### src/rtl/uaf_pkg.sv
package uaf_pkg;

    // ****************************************
    // bus shape
    // ****************************************
    localparam int ADDR_W = 8;
    localparam int DATA_W = 32;

    // ****************************************
    // register offsets
    // ****************************************
    localparam logic [7:0] OFF_CTRL_ONE   = 8'h00;
    localparam logic [7:0] OFF_CTRL_THREE = 8'h08;
    localparam logic [7:0] OFF_STATUS     = 8'h1c;
    localparam logic [7:0] OFF_CLEAR      = 8'h20;

    localparam logic [31:0] CTRL_ONE_RST   = 32'h0000_0000;
    localparam logic [31:0] CTRL_THREE_RST = 32'h0000_0000;

    // ****************************************
    // control_reg_one fields
    // ****************************************
    localparam int C1_STOP_WAKE = 1;
    localparam int C1_RX_NOT_EMPTY_FLAG_IE   = 5;
    localparam int C1_TC_IE     = 6;
    localparam int C1_PE_IE     = 8;
    localparam int C1_OVER8     = 15;
    localparam int C1_DRIVER_DEASSERT_TIME_LO   = 16;
    localparam int C1_DRIVER_ASSERT_TIME_LO   = 21;
    localparam int TIME_W       = 5;

    // ****************************************
    // control_reg_three fields
    // ****************************************
    localparam int C3_ERR_IE    = 0;
    localparam int C3_RX_DMA    = 6;
    localparam int C3_TX_DMA    = 7;
    localparam int C3_RTS_EN    = 8;
    localparam int C3_CTS_EN    = 9;
    localparam int C3_CTS_IE    = 10;
    localparam int C3_DE_MODE   = 14;
    localparam int C3_DE_POL    = 15;
    localparam int C3_WUS_LO    = 20;
    localparam int C3_WUF_IE    = 22;

    // ****************************************
    // status and clear bit positions
    // ****************************************
    localparam int ST_PE   = 0;
    localparam int ST_FE   = 1;
    localparam int ST_NF   = 2;
    localparam int ST_ORE  = 3;
    localparam int ST_RX_NOT_EMPTY_FLAG = 5;
    localparam int ST_TC   = 6;
    localparam int ST_TXE  = 7;
    localparam int ST_CTSF = 9;
    localparam int ST_CTS  = 10;
    localparam int ST_WUF  = 20;

    // ****************************************
    // wake source encodings
    // ****************************************
    localparam logic [1:0] WUS_ADDR  = 2'h0;
    localparam logic [1:0] WUS_START = 2'h2;
    localparam logic [1:0] WUS_RX_NOT_EMPTY_FLAG  = 2'h3;

    typedef enum logic [1:0] {
        TX_IDLE, TX_LEAD, TX_BUSY, TX_TAIL
    } uaf_tx_state_t;

    typedef enum logic [1:0] {
        WK_IDLE, WK_REQ, WK_AWAKE
    } uaf_wk_state_t;

endpackage

### src/rtl/uaf_flow_ctrl.sv
// The strobed register port and the register addresses were left to the implementer.
`timescale 1ns/1ps
`default_nettype none

// Function
// - rx and tx dma requests are produced independently of each other.
// - with tx dma enabled, request a write whenever tx data register is empty.
// - with rx dma enabled, request a read whenever a received byte waits.
// - tx complete stays clear during transfers, set after the last frame.
// - software clears tx complete by writing one to its clear bit.
// - multibuffer errors flag after the current byte, interrupt when enabled.
// - framing, overrun, noise errors interrupt via their own error enable.
// - rts and cts flow control each have an independent enable.
// - rts low while receiver can accept, high once receive register is full.
// - with cts flow on, a new frame starts only while cts is low.
// - cts rising mid-frame lets the current frame finish before halting.
// - with cts flow on, every cts toggle sets the cts change flag, interrupt when enabled.
// - driver enable leads start bit and trails stop bit by 5-bit counts.
// - driver enable is active high with the polarity bit clear, active low with it set.
// - driver enable counts are in sample periods of the oversampling.
// - in stop, a falling rx edge requests the fast clock when it is off.
// - no qualifying event releases the request; a qualifying one wakes.
// - slow clock, when selected, is gated off in stop except while requested.
// - the selected wake event sets the wakeup flag, interrupt when enabled.
// - stop wake source is rx not empty with its interrupt enabled, or the selected wake event.
// - start-bit wake sets the wakeup flag and leaves rx not empty alone.
module uaf_flow_ctrl (
    input  wire logic        clk,
    input  wire logic        rstn,
    input  wire logic        en,
    input  wire logic [7:0]  reg_addr,
    input  wire logic [31:0] reg_wdata,
    input  wire logic        reg_wr,
    input  wire logic        reg_rd,
    output logic      [31:0] reg_rdata,
    input  wire logic        tx_pending,
    input  wire logic        tx_frame_done,
    output logic             tx_start,
    input  wire logic        rx_full,
    input  wire logic        rx_byte_end,
    input  wire logic        err_frame,
    input  wire logic        err_overrun,
    input  wire logic        err_noise,
    input  wire logic        err_parity,
    input  wire logic        addr_match,
    input  wire logic        sample_tick,
    output logic             over8,
    output logic             tx_dma_req,
    output logic             rx_dma_req,
    input  wire logic        cts_pin,
    output logic             rts_pin,
    output logic             driver_enable_out,
    input  wire logic        rx_pin,
    input  wire logic        stop_mode,
    input  wire logic        fast_osc_on,
    input  wire logic        slow_osc_selected,
    output logic             fast_osc_req,
    output logic             slow_clk_en,
    output logic             wake_sys,
    output logic             irq
);

    // ****************************************
    // state
    // ****************************************
    typedef struct packed {
        logic                  stop_mode_wake_enable;
        logic                  rx_not_empty_irq_enable;
        logic                  tc_irq_enable;
        logic                  parity_irq_enable;
        logic                  over8;
        logic [4:0]            driver_deassert_time;
        logic [4:0]            driver_assert_time;
        logic                  error_irq_enable;
        logic                  rx_dma_enable;
        logic                  tx_dma_enable;
        logic                  rts_flow_enable;
        logic                  cts_flow_enable;
        logic                  cts_change_irq_enable;
        logic                  driver_enable_mode;
        logic                  driver_enable_polarity;
        logic [1:0]            wakeup_source_select;
        logic                  wakeup_irq_enable;
        logic                  tx_complete_flag;
        logic                  cts_change_flag;
        logic                  wakeup_flag;
        logic                  err_fe;
        logic                  err_ore;
        logic                  err_nf;
        logic                  err_pe;
        logic                  cts_s1;
        logic                  cts_s2;
        logic                  cts_prev;
        logic                  rx_s1;
        logic                  rx_s2;
        logic                  rx_prev;
        uaf_pkg::uaf_tx_state_t tx_state;
        uaf_pkg::uaf_wk_state_t wk_state;
        logic [4:0]            cnt;
        logic                  tx_start;
        logic                  tx_dma_req;
        logic                  rx_dma_req;
        logic                  rts;
        logic                  de;
        logic                  fast_req;
        logic                  slow_en;
        logic                  wake;
        logic                  irq;
        logic [31:0]           rdata;
    } uaf_state_t;

    uaf_state_t q;
    uaf_state_t next_q;
    logic       rx_fall;
    logic       cts_ok;
    logic       wuf_evt;
    logic       wake_evt;
    logic [31:0] ctrl_one;
    logic [31:0] ctrl_three;
    logic [31:0] status;

    // ****************************************
    // register images
    // ****************************************
    always_comb begin
        ctrl_one = '0;
        ctrl_one[uaf_pkg::C1_STOP_WAKE] = q.stop_mode_wake_enable;
        ctrl_one[uaf_pkg::C1_RX_NOT_EMPTY_FLAG_IE]   = q.rx_not_empty_irq_enable;
        ctrl_one[uaf_pkg::C1_TC_IE]     = q.tc_irq_enable;
        ctrl_one[uaf_pkg::C1_PE_IE]     = q.parity_irq_enable;
        ctrl_one[uaf_pkg::C1_OVER8]     = q.over8;
        ctrl_one[uaf_pkg::C1_DRIVER_DEASSERT_TIME_LO +: uaf_pkg::TIME_W] =
            q.driver_deassert_time;
        ctrl_one[uaf_pkg::C1_DRIVER_ASSERT_TIME_LO +: uaf_pkg::TIME_W] =
            q.driver_assert_time;
        ctrl_three = '0;
        ctrl_three[uaf_pkg::C3_ERR_IE]  = q.error_irq_enable;
        ctrl_three[uaf_pkg::C3_RX_DMA]  = q.rx_dma_enable;
        ctrl_three[uaf_pkg::C3_TX_DMA]  = q.tx_dma_enable;
        ctrl_three[uaf_pkg::C3_RTS_EN]  = q.rts_flow_enable;
        ctrl_three[uaf_pkg::C3_CTS_EN]  = q.cts_flow_enable;
        ctrl_three[uaf_pkg::C3_CTS_IE]  = q.cts_change_irq_enable;
        ctrl_three[uaf_pkg::C3_DE_MODE] = q.driver_enable_mode;
        ctrl_three[uaf_pkg::C3_DE_POL]  = q.driver_enable_polarity;
        ctrl_three[uaf_pkg::C3_WUS_LO +: 2] = q.wakeup_source_select;
        ctrl_three[uaf_pkg::C3_WUF_IE]  = q.wakeup_irq_enable;
        status = '0;
        status[uaf_pkg::ST_PE]   = q.err_pe;
        status[uaf_pkg::ST_FE]   = q.err_fe;
        status[uaf_pkg::ST_NF]   = q.err_nf;
        status[uaf_pkg::ST_ORE]  = q.err_ore;
        status[uaf_pkg::ST_RX_NOT_EMPTY_FLAG] = rx_full;
        status[uaf_pkg::ST_TC]   = q.tx_complete_flag;
        status[uaf_pkg::ST_TXE]  = ~tx_pending;
        status[uaf_pkg::ST_CTSF] = q.cts_change_flag;
        status[uaf_pkg::ST_CTS]  = q.cts_s2;
        status[uaf_pkg::ST_WUF]  = q.wakeup_flag;
    end

    // ****************************************
    // next state
    // ****************************************
    always_comb begin
        next_q = q;
        next_q.tx_start = 1'b0;
        // pins from the far side: two flops before any use
        next_q.cts_s1   = cts_pin;
        next_q.cts_s2   = q.cts_s1;
        next_q.cts_prev = q.cts_s2;
        next_q.rx_s1    = rx_pin;
        next_q.rx_s2    = q.rx_s1;
        next_q.rx_prev  = q.rx_s2;
        rx_fall = q.rx_prev & ~q.rx_s2;
        cts_ok  = ~q.cts_flow_enable | ~q.cts_s2;

        case (q.wakeup_source_select)
            uaf_pkg::WUS_START: wuf_evt = rx_fall;
            uaf_pkg::WUS_RX_NOT_EMPTY_FLAG:  wuf_evt = rx_byte_end;
            uaf_pkg::WUS_ADDR:  wuf_evt = addr_match;
            default:            wuf_evt = addr_match;
        endcase
        wake_evt = wuf_evt | (rx_full & q.rx_not_empty_irq_enable);

        if (reg_rd) begin
            case (reg_addr)
                uaf_pkg::OFF_CTRL_ONE:   next_q.rdata = ctrl_one;
                uaf_pkg::OFF_CTRL_THREE: next_q.rdata = ctrl_three;
                uaf_pkg::OFF_STATUS:     next_q.rdata = status;
                default:                 next_q.rdata = '0;
            endcase
        end

        if (reg_wr && reg_addr == uaf_pkg::OFF_CTRL_ONE) begin
            next_q.stop_mode_wake_enable =
                reg_wdata[uaf_pkg::C1_STOP_WAKE];
            next_q.rx_not_empty_irq_enable =
                reg_wdata[uaf_pkg::C1_RX_NOT_EMPTY_FLAG_IE];
            next_q.tc_irq_enable     = reg_wdata[uaf_pkg::C1_TC_IE];
            next_q.parity_irq_enable = reg_wdata[uaf_pkg::C1_PE_IE];
            next_q.over8             = reg_wdata[uaf_pkg::C1_OVER8];
            next_q.driver_deassert_time =
                reg_wdata[uaf_pkg::C1_DRIVER_DEASSERT_TIME_LO +: uaf_pkg::TIME_W];
            next_q.driver_assert_time =
                reg_wdata[uaf_pkg::C1_DRIVER_ASSERT_TIME_LO +: uaf_pkg::TIME_W];
        end
        if (reg_wr && reg_addr == uaf_pkg::OFF_CTRL_THREE) begin
            next_q.error_irq_enable  = reg_wdata[uaf_pkg::C3_ERR_IE];
            next_q.rx_dma_enable     = reg_wdata[uaf_pkg::C3_RX_DMA];
            next_q.tx_dma_enable     = reg_wdata[uaf_pkg::C3_TX_DMA];
            next_q.rts_flow_enable   = reg_wdata[uaf_pkg::C3_RTS_EN];
            next_q.cts_flow_enable   = reg_wdata[uaf_pkg::C3_CTS_EN];
            next_q.cts_change_irq_enable = reg_wdata[uaf_pkg::C3_CTS_IE];
            next_q.driver_enable_mode = reg_wdata[uaf_pkg::C3_DE_MODE];
            next_q.driver_enable_polarity = reg_wdata[uaf_pkg::C3_DE_POL];
            next_q.wakeup_source_select =
                reg_wdata[uaf_pkg::C3_WUS_LO +: 2];
            next_q.wakeup_irq_enable = reg_wdata[uaf_pkg::C3_WUF_IE];
        end

        // clears first, so a same-cycle set below wins
        if (reg_wr && reg_addr == uaf_pkg::OFF_CLEAR) begin
            if (reg_wdata[uaf_pkg::ST_TC]) begin
                next_q.tx_complete_flag = 1'b0;
            end
            if (reg_wdata[uaf_pkg::ST_CTSF]) begin
                next_q.cts_change_flag = 1'b0;
            end
            if (reg_wdata[uaf_pkg::ST_WUF]) begin
                next_q.wakeup_flag = 1'b0;
            end
            if (reg_wdata[uaf_pkg::ST_PE]) begin
                next_q.err_pe = 1'b0;
            end
            if (reg_wdata[uaf_pkg::ST_FE]) begin
                next_q.err_fe = 1'b0;
            end
            if (reg_wdata[uaf_pkg::ST_NF]) begin
                next_q.err_nf = 1'b0;
            end
            if (reg_wdata[uaf_pkg::ST_ORE]) begin
                next_q.err_ore = 1'b0;
            end
        end

        // errors land with the end of the byte that carried them
        if (rx_byte_end) begin
            next_q.err_fe  = q.err_fe | err_frame;
            next_q.err_ore = q.err_ore | err_overrun;
            next_q.err_nf  = q.err_nf | err_noise;
            next_q.err_pe  = q.err_pe | err_parity;
        end
        if (q.cts_flow_enable && (q.cts_s2 != q.cts_prev)) begin
            next_q.cts_change_flag = 1'b1;
        end
        if (wuf_evt) begin
            next_q.wakeup_flag = 1'b1;
        end
        if (tx_frame_done && !tx_pending) begin
            next_q.tx_complete_flag = 1'b1;
        end

        // ****************************************
        // transmit sequencing and driver enable
        // ****************************************
        case (q.tx_state)
            uaf_pkg::TX_IDLE: begin
                // cts only looked at between frames
                if (tx_pending && cts_ok) begin
                    next_q.cnt = '0;
                    if (q.driver_enable_mode) begin
                        next_q.tx_state = uaf_pkg::TX_LEAD;
                    end else begin
                        next_q.tx_state = uaf_pkg::TX_BUSY;
                        next_q.tx_start = 1'b1;
                    end
                end
            end
            uaf_pkg::TX_LEAD: begin
                if (q.cnt == q.driver_assert_time) begin
                    next_q.tx_state = uaf_pkg::TX_BUSY;
                    next_q.tx_start = 1'b1;
                end else if (sample_tick) begin
                    next_q.cnt = q.cnt + 5'h01;
                end
            end
            uaf_pkg::TX_BUSY: begin
                if (tx_frame_done) begin
                    next_q.cnt = '0;
                    next_q.tx_state = q.driver_enable_mode ?
                        uaf_pkg::TX_TAIL : uaf_pkg::TX_IDLE;
                end
            end
            uaf_pkg::TX_TAIL: begin
                // new data waits for the full tail and a fresh lead
                if (q.cnt == q.driver_deassert_time) begin
                    next_q.tx_state = uaf_pkg::TX_IDLE;
                end else if (sample_tick) begin
                    next_q.cnt = q.cnt + 5'h01;
                end
            end
            default: next_q.tx_state = uaf_pkg::TX_IDLE;
        endcase

        // ****************************************
        // stop mode wake
        // ****************************************
        case (q.wk_state)
            uaf_pkg::WK_IDLE: begin
                if (stop_mode && q.stop_mode_wake_enable) begin
                    if (wake_evt) begin
                        next_q.wk_state = uaf_pkg::WK_AWAKE;
                    end else if (rx_fall && !fast_osc_on) begin
                        next_q.wk_state = uaf_pkg::WK_REQ;
                    end
                end
            end
            uaf_pkg::WK_REQ: begin
                if (wake_evt) begin
                    next_q.wk_state = uaf_pkg::WK_AWAKE;
                end else if (rx_byte_end || !stop_mode) begin
                    next_q.wk_state = uaf_pkg::WK_IDLE;
                end
            end
            uaf_pkg::WK_AWAKE: begin
                if (!stop_mode) begin
                    next_q.wk_state = uaf_pkg::WK_IDLE;
                end
            end
            default: next_q.wk_state = uaf_pkg::WK_IDLE;
        endcase

        // ****************************************
        // registered outputs
        // ****************************************
        next_q.tx_dma_req = next_q.tx_dma_enable & ~tx_pending;
        next_q.rx_dma_req = next_q.rx_dma_enable & rx_full;
        next_q.rts = next_q.rts_flow_enable & rx_full;
        next_q.de = (next_q.driver_enable_mode &&
                     next_q.tx_state != uaf_pkg::TX_IDLE) ?
                    ~next_q.driver_enable_polarity :
                    next_q.driver_enable_polarity;
        next_q.fast_req = next_q.wk_state != uaf_pkg::WK_IDLE;
        next_q.wake = next_q.wk_state == uaf_pkg::WK_AWAKE;
        // gating saves power while asleep and idle
        next_q.slow_en = ~slow_osc_selected | ~stop_mode |
                         next_q.fast_req;
        next_q.irq =
            (next_q.tx_complete_flag & next_q.tc_irq_enable) |
            (next_q.cts_change_flag & next_q.cts_change_irq_enable) |
            (next_q.wakeup_flag & next_q.wakeup_irq_enable) |
            (rx_full & next_q.rx_not_empty_irq_enable) |
            (next_q.err_pe & next_q.parity_irq_enable) |
            ((next_q.err_fe | next_q.err_ore | next_q.err_nf) &
             next_q.error_irq_enable);
    end

    always_ff @(posedge clk or negedge rstn) begin
        if (!rstn) begin
            q <= '0;
        end else if (en) begin
            q <= next_q;
        end
    end

    assign reg_rdata         = q.rdata;
    assign tx_start          = q.tx_start;
    assign over8             = q.over8;
    assign tx_dma_req        = q.tx_dma_req;
    assign rx_dma_req        = q.rx_dma_req;
    assign rts_pin           = q.rts;
    assign driver_enable_out = q.de;
    assign fast_osc_req      = q.fast_req;
    assign slow_clk_en       = q.slow_en;
    assign wake_sys          = q.wake;
    assign irq               = q.irq;

    // ****************************************
    // checks
    // ****************************************
    property p_tx_dma;
        @(posedge clk) disable iff (!rstn)
        (en && !reg_wr && q.tx_dma_enable && !tx_pending) |=> tx_dma_req;
    endproperty
    a_tx_dma: assert property (p_tx_dma) else $error("tx dma missing");

    property p_rx_dma;
        @(posedge clk) disable iff (!rstn)
        (en && !reg_wr && q.rx_dma_enable && rx_full) |=> rx_dma_req;
    endproperty
    a_rx_dma: assert property (p_rx_dma) else $error("rx dma missing");

    property p_tc_set;
        @(posedge clk) disable iff (!rstn)
        (en && tx_frame_done && !tx_pending) |=> q.tx_complete_flag;
    endproperty
    a_tc_set: assert property (p_tc_set) else $error("tc not set");

    property p_tc_clr;
        @(posedge clk) disable iff (!rstn)
        (en && reg_wr && reg_addr == uaf_pkg::OFF_CLEAR &&
         reg_wdata[uaf_pkg::ST_TC] && !tx_frame_done)
        |=> !q.tx_complete_flag;
    endproperty
    a_tc_clr: assert property (p_tc_clr) else $error("tc not cleared");

    property p_cts_hold;
        @(posedge clk) disable iff (!rstn)
        (en && q.cts_flow_enable && q.cts_s2 &&
         q.tx_state == uaf_pkg::TX_IDLE) |=> !tx_start;
    endproperty
    a_cts_hold: assert property (p_cts_hold) else $error("sent on cts");

    property p_cts_flag;
        @(posedge clk) disable iff (!rstn)
        (en && q.cts_flow_enable && q.cts_s2 != q.cts_prev)
        |=> q.cts_change_flag;
    endproperty
    a_cts_flag: assert property (p_cts_flag) else $error("cts flag");

    property p_de_level;
        @(posedge clk) disable iff (!rstn)
        (en && !reg_wr && q.driver_enable_mode &&
         q.tx_state == uaf_pkg::TX_BUSY && !tx_frame_done)
        |=> driver_enable_out == !q.driver_enable_polarity;
    endproperty
    a_de_level: assert property (p_de_level) else $error("de level");

    property p_wake_req;
        @(posedge clk) disable iff (!rstn)
        (en && stop_mode && q.stop_mode_wake_enable && rx_fall &&
         !fast_osc_on && q.wk_state == uaf_pkg::WK_IDLE)
        |=> fast_osc_req;
    endproperty
    a_wake_req: assert property (p_wake_req) else $error("no clk req");

    property p_rts;
        @(posedge clk) disable iff (!rstn)
        (en && !reg_wr && q.rts_flow_enable && rx_full) |=> rts_pin;
    endproperty
    a_rts: assert property (p_rts) else $error("rts low when full");

endmodule

`default_nettype wire

### config.mk
export PLATFORM = sky130hd
export DESIGN_NAME = uaf_flow_ctrl
export DESIGN_NICKNAME = d
export VERILOG_FILES = /design/src/rtl/uaf_pkg.sv /design/src/rtl/uaf_flow_ctrl.sv
export SDC_FILE = /design/constraint.sdc
export NUM_CORES = 1
export LEC_CHECK = 0
export BUFFER_PORTS_ARGS = -buffer_cell sky130_fd_sc_hd__buf_2
export CAP_MARGIN = 20
export CORE_MARGIN = 10
export CORE_UTILIZATION = 45
export CTS_CLUSTER_DIAMETER = 120
export DETAILED_ROUTE_END_ITERATION = 10
export GPL_TIMING_DRIVEN = 0
export PLACE_DENSITY_LB_ADDON = 0.3
export SLEW_MARGIN = 0
export SYNTH_ARGS = -nofsm -noshare
export SYNTH_HDL_FRONTEND = slang
export SYNTH_SLANG_ARGS = --single-unit
### constraint.sdc
create_clock -name clk -period 2.8 [get_ports clk]
set_input_delay 0.14 -clock clk [delete_from_list [all_inputs] [get_ports clk]]
set_output_delay 0.14 -clock clk [all_outputs]
set_load 0.02 [all_outputs]
After elaboration in Yosys (flattened, before gate mapping)
Cells that the tools add are included.
{"block": "word_totals", "regBits": 89, "in_bits": 60, "output_inout_bits": 42, "wordCells": 157}
{"block": "classes", "add_sub_neg": 1, "n_eq_ne": 18, "muxes": 40, "n_bitwise": 33, "reduce_logical": 22}
{"operator": "$pmux 26 s3", "n": 1}
{"operator": "$mux 2", "n": 12}
{"operator": "$mux 5", "n": 4}
{"operator": "$pmux 5 s4", "n": 1}
{"operator": "$or 1x1->1", "n": 15}
{"operator": "$mux 14", "n": 1}
{"operator": "$mux 1", "n": 13}
{"operator": "$eq 2x2->1 const B", "n": 6}
{"operator": "$and 1x1->1", "n": 11}
{"operator": "$mux 11", "n": 1}
{"operator": "$eq 5x5->1", "n": 2}
{"operator": "$logic_and 1x1->1", "n": 9}
{"operator": "$eq 8x4->1 const B", "n": 1}
{"operator": "$eq 8x5->1 const B", "n": 1}
{"operator": "$eq 8x6->1 const B", "n": 1}
{"operator": "$logic_not 8->1", "n": 1}
{"operator": "$ne 2x2->1 const B", "n": 4}
{"operator": "$pmux 2 s4", "n": 1}
{"operator": "$mux 7", "n": 1}
{"operator": "$not 1->1", "n": 7}
{"operator": "$mux 6", "n": 1}
{"operator": "$pmux 2 s3", "n": 1}
{"operator": "$reduce_and 2->1", "n": 3}
{"operator": "$add 5x1->5 const B", "n": 1}
{"operator": "other kinds (9)", "n": 15}

Logic depth before layout (Yosys ltp)
{"block": "logic_depth", "depth_word": 10, "mapped_depth": 7, "ltp_nobuf": 5}

Worst setup path before layout
No wires, ideal clock.
{"block": "synth_path", "kind": "input to register", "from": "input reg_addr[1]", "to": "register q, in the netlist irq", "setup_time_ns": 0.126, "t_arrival_ns": 1.646, "setup_slack_ns": 1.028, "stages": 6, "n_path_buf": 1, "cell_sequence": "or4_1 > buf_4 > nor3_4 > mux2i_1 > o2111ai_1 > o32a_1"}
{"block": "synth_between", "elab_chain_len": 10, "word_cells_on_any_way": 26, "cone_classes": "2 x eq/ne; 7 x mux; 13 x bitwise; 4 x reduce/logical"}
{"item": "from (decl)", "line_no": "uaf_flow_ctrl.sv:31", "rtl": "input wire logic [7:0] reg_addr,"}
{"item": "$eq 8x6->1", "line_no": "uaf_flow_ctrl.sv:221", "rtl": "if (reg_wr && reg_addr == uaf_pkg::OFF_CLEAR) begin"}
{"item": "$logic_and 1x1->1", "line_no": "uaf_flow_ctrl.sv:221"}
{"item": "$mux 7", "line_no": "uaf_flow_ctrl.sv:221"}
{"item": "$mux 1 (on tied branches)", "line_no": "uaf_flow_ctrl.sv:258, uaf_flow_ctrl.sv:252"}
{"item": "$and 1x1->1 (on tied branches)", "line_no": "uaf_flow_ctrl.sv:348, uaf_flow_ctrl.sv:349"}
{"item": "$or 1x1->1", "line_no": "uaf_flow_ctrl.sv:348", "rtl": "(next_q.tx_complete_flag & next_q.tc_irq_enable) |"}
{"item": "$or 1x1->1", "line_no": "uaf_flow_ctrl.sv:349", "rtl": "(next_q.cts_change_flag & next_q.cts_change_irq_enable) |"}
{"item": "$or 1x1->1", "line_no": "uaf_flow_ctrl.sv:350", "rtl": "(next_q.wakeup_flag & next_q.wakeup_irq_enable) |"}
{"item": "$or 1x1->1", "line_no": "uaf_flow_ctrl.sv:351", "rtl": "(rx_full & next_q.rx_not_empty_irq_enable) |"}
{"item": "$or 1x1->1 (*)", "line_no": "uaf_flow_ctrl.sv:352", "rtl": "(next_q.err_pe & next_q.parity_irq_enable) |"}
{"item": "to (signal assigned)", "line_no": "uaf_flow_ctrl.sv:361", "rtl": "q <= next_q;"}
{"item": "to (decl)", "line_no": "uaf_flow_ctrl.sv:112", "rtl": "uaf_state_t q;"}
Every way passes the cells marked *; elsewhere a longest branch is shown, timed or not.
A chain may end at the register's enable or synchronous reset.

Worst setup path after layout
{"block": "layout_path", "from": "register q[43] (netlist name)", "to": "register q[41] (netlist name)"}
{"block": "layout_between", "elab_chain_len": 3, "word_cells_on_any_way": 5, "cone_classes": "4 x eq/ne; 1 x reduce/logical"}
{"item": "$eq 5x5->1 (on tied branches)", "line_no": "uaf_flow_ctrl.sv:295, uaf_flow_ctrl.sv:279"}
{"item": "$ne 2x2->1 (no source line)"}
{"item": "$reduce_and 5->1 (no source line) (*)"}
Marked as above.

==> results.md <==
Placed design:
- Detailed placement finished with a half-perimeter wire length of 8460 um.
- The setup slack at placement is ~0.7 ns.
- Once placement finished, the instance area stood at between 4000 and 5000 sq um.
- The count of buffers from port buffering is 79.
- At the end of routability-driven placement, the weighted congestion stood at 0.852.
- In this run, placement finished with an instance count of 596.

Hold path:
- The startpoint of the most critical hold path is slow_osc_selected.
- The tightest min-delay check is of the in2reg type.
- The cell depth of the worst min-delay path is 2.
- The worst hold path terminates at slow_clk_en.

STA:
- The final critical-path share of the clock period is 72.6%.
- The worst-case headroom to the max-slew limit is 56.6%.
- The measured slew at the worst slew-check pin is around 0.65 ns.
- The number of failing hold endpoints at the final stage is 0.
- The number of slew-limit violations in the final report was 0.
- Setup repair after global routing left no endpoint under its margin.
- Setup violations remaining at the end of the flow were counted as 0.
- Between clock sinks in the finished design, the worst skew comes to 0.0111 ns.
- The minimum period implied by the final worst setup slack is 2.03 ns.
- For the final routed database, the setup TNS stands at 0 ns.
- The highest clock frequency the design can meet is 492 MHz.
- The worst path meets setup with 0.767 ns of slack.

Cells and area:
- The final layout net count is 561.
- The utilization of the core after routing is 54.7%.
- The count of cells in the finished layout, fillers not included, comes to 616.
- The final antenna diode count is 0.
- The growth of design area from synthesis to finish is 19.3%.
- Of the cells placed in the final design, the portion with a size suffix greater than 1 is 35.8%.
- The total non-filler cell area in the finished layout is 5030 sq um.

Floorplan:
- The overall die height is 117 um.
- The initialized floorplan defines 35 standard-cell rows.
- The floorplan step defined a core boundary enclosing 9200 sq um.
- The die is 117 um wide.
- The die covers 13600 sq um.
- Once the floorplan was initialized, standard cells occupied 45.9% of the core.
- The I/O pin count is 102.

Clock network:
- In this run the number of H-tree levels came out at 3.
- Gates resized during post-CTS repair numbered 0.
- The post-CTS setup-driven buffer insertion count is 0.
- The tree built by TritonCTS fans out to 79 sinks.
- The post-CTS clock slew at the launch and capture registers of the worst setup and hold paths is 0.09 ns.
- The root buffer selected by CTS is clkbuf_8.
- For the worst-skew pair, the clock arrives at the later sink with an insertion delay of 0.35 ns.
- The hold-fix buffer count after cts is 1.
- The CTS buffer count is 9.
- In this run the deepest clock path goes through 2 buffers.
- TritonCTS built the clock tree.

Logic synthesis:
- For this run, asynchronously set or reset flops after synthesis account for 100%.
- The number of synthesized flops with an enable pin is 0.
- The number of different library cells used by synthesis comes to 63.
- The synthesized area per cell is 10.7 sq um.
- The sequential cell area fraction in the yosys report is ~47%.
- The cell accounting for the most synthesized area is dfrtp_1.
- Counting every instance in the synthesized netlist gives 396.
- The top cell type by area accounts for 46.9% of the synthesized area.
- The synthesized design contains about 80 register bits.
- The synthesized netlist occupies a cell area of 4220 sq um.
- After synthesis, the cell types taking the most area are dfrtp_1 47%, mux2_2 6.1%, buf_4 5.9%, nand2_1 3.8%, mux2_4 3.6%.
- The total number of yosys warnings is 0.
- The main flop type after synthesis is dfrtp_1.

Routing:
- The initial DRC count is 226.
- The mean routed wirelength per cell is roughly 17 um.
- The length of the first detailed-routing pass in iterations is 4.
- After detailed routing, the number of remaining DRC violations is 0.
- Detailed routing inserted a total of between 3000 and 4000 vias.
- The total wirelength of the detailed-routed design is about 11000 um.
- In this run the remaining antenna-violating nets after routing total 0.
- Dividing the detail-routed via count by the number of cells gives 5.39.

Setup path:
- The origin of the critical flop-to-flop path is q[43].
- The setup path with the least slack is of type reg2reg.
- The data arrival time at the worst-slack endpoint is 2.27 ns.
- The depth of the worst register-to-register path is 7.
- STA classifies the critical path endpoint as a flop.
- The worst path required time is 3.04 ns.
- The capture point of the worst reg-to-reg path is q[41].
- The slack of the worst reg-to-reg path is between 0.7 and 0.8 ns.
- In this run the worst path has a maximum fanout of 6.
- The worst setup path is launched from a flop.

Run status:
- The flow ran to the end, and the final reports show no timing, DRC or antenna violations.

Power:
- In this run the power density over the cells is 505 nW/um^2.
- VDD sags by at most 0.000264 V.
- In this run the static leakage power is 0.00258 uW.

Global routing:
- Across every metal layer, demand over resource in global routing totals between 10% and 20%.
- The via count of the first global-routing pass is 3483.
- Entering global routing, the biggest net connects 60 pins.
- The number of antenna violations at the first check in global routing is 0.
- Summed over all layers, the global routing overflow is 0.
- The wire length of the first global-routing pass is 17600 um.

Job:
- The max capacitance violation total is 0.
[state kept, by name, indices dropped and copies added, names as in the netlist, 4 cells and up]
| name | cells |
|---|---|
| next_q | 4 |
| ctrl_three | 11 |
| ctrl_one | 14 |
| reg_rdata | 22 |
| q | 18 |
[Yosys cell counts, drive strengths merged, types with 9 or more instances]
| master | instances |
|---|---|
| a21oi | 9 |
| a22oi | 10 |
| buf | 41 |
| clkbuf | 12 |
| dfrtp | 79 |
| inv | 10 |
| mux2 | 36 |
| mux2i | 10 |
| nand2 | 44 |
| nor2 | 13 |
| o21ai | 28 |
| xor2 | 11 |
[metrics by stage]
stage | total power (uW) | hold WS (ns)
4_1_cts | 2550 | 0.00285
5_1_grt | 2680 | 0.000668
2_1_floorplan | 1600 | -0.156
3_3_place_gp | 1760 | 0.362
3_5_place_dp | 1780 | 0.0558
6_report | 2540 | 0.00891
[final cells by class]
class | count | area (sq um)
fillers | 831 | 4160
flip-flops and latches | 79 | 1980
multi-input cells | 263 | 1900
repair buffers | 84 | 465
plain buffers | 53 | 339
well taps | 111 | 139
clock buffers | 9 | 124
clock inverters | 7 | 53.8
inverters | 10 | 37.5
[cell families (layout without fill, tap and decap cells)]
kind of cell	count (synthesis)	count (layout)	synth area share [%]
AOI/OAI and AO/OA	94	94	15.5
other	1	10	0.0889
xor gates and xnor gates	11	11	2.28
buffers and inverters	63	163	8.93
and+or+nand+nor	101	101	13.2
muxes	46	46	12.9
DFF	79	79	46.9
adders and majority gates	1	1	0.297
[report_power, final]
part,total [uW],switching (uW),internal (uW)
Sequential,1260,61.6,1200
Clock,778,448,329
Combinational,500,296,204
[worst max-delay path by stage]
stage                            from      endpoint  slack [ns]  cells past startpoint
after global placement          q[43]         q[41]        0.75                      7
after global routing            q[43]         q[42]        0.54                      7
after detailed placement  reg_addr[1]  reg_rdata[0]        0.72                      7
after CTS                       q[43]         q[41]        0.75                      7
after floorplan           reg_addr[1]           irq        1.03                      6
final                           q[43]         q[41]        0.77                      7
[critical path: stages (launching register included)]
cell	delay, ns
dfrtp_1	0.36
clkbuf_1	0.17
xor2_1	0.19
nor3_1	0.38
and3_1	0.22
clkbuf_1	0.23
nor3_1	0.11
mux2_2	0.27
[metal layers]
metal | GRT usage, % | up-vias | part of all wire [%]
li1 | - | 1605 | -
met1 | 21.6 | 1601 | 45
met2 | 26.4 | 103 | 47
met3 | 3.47 | 9 | 7.1
met4 | 4.78 | 0 | 0.84
met5 | 0 | - | 0
[layout by cell type (no fill, tap or decap), drive strengths merged, types with 3 or more instances in the layout]
cell	count
nor4b	3
nand2b	3
a21oi	9
o21ai	28
a41oi	3
xor2	11
nand3	7
nor3	7
nand4	6
nor2	13
o21a	4
clkbuf	21
buf	121
dlygate4sd3	4
mux2	36
a41o	3
nor2b	3
mux2i	10
inv	13
o31a	4
a22oi	10
clkinvlp	3
and3	3
nand2	44
conb	10
a31oi	8
dfrtp	79
o31ai	4
Power figures use the tool's default switching activity.
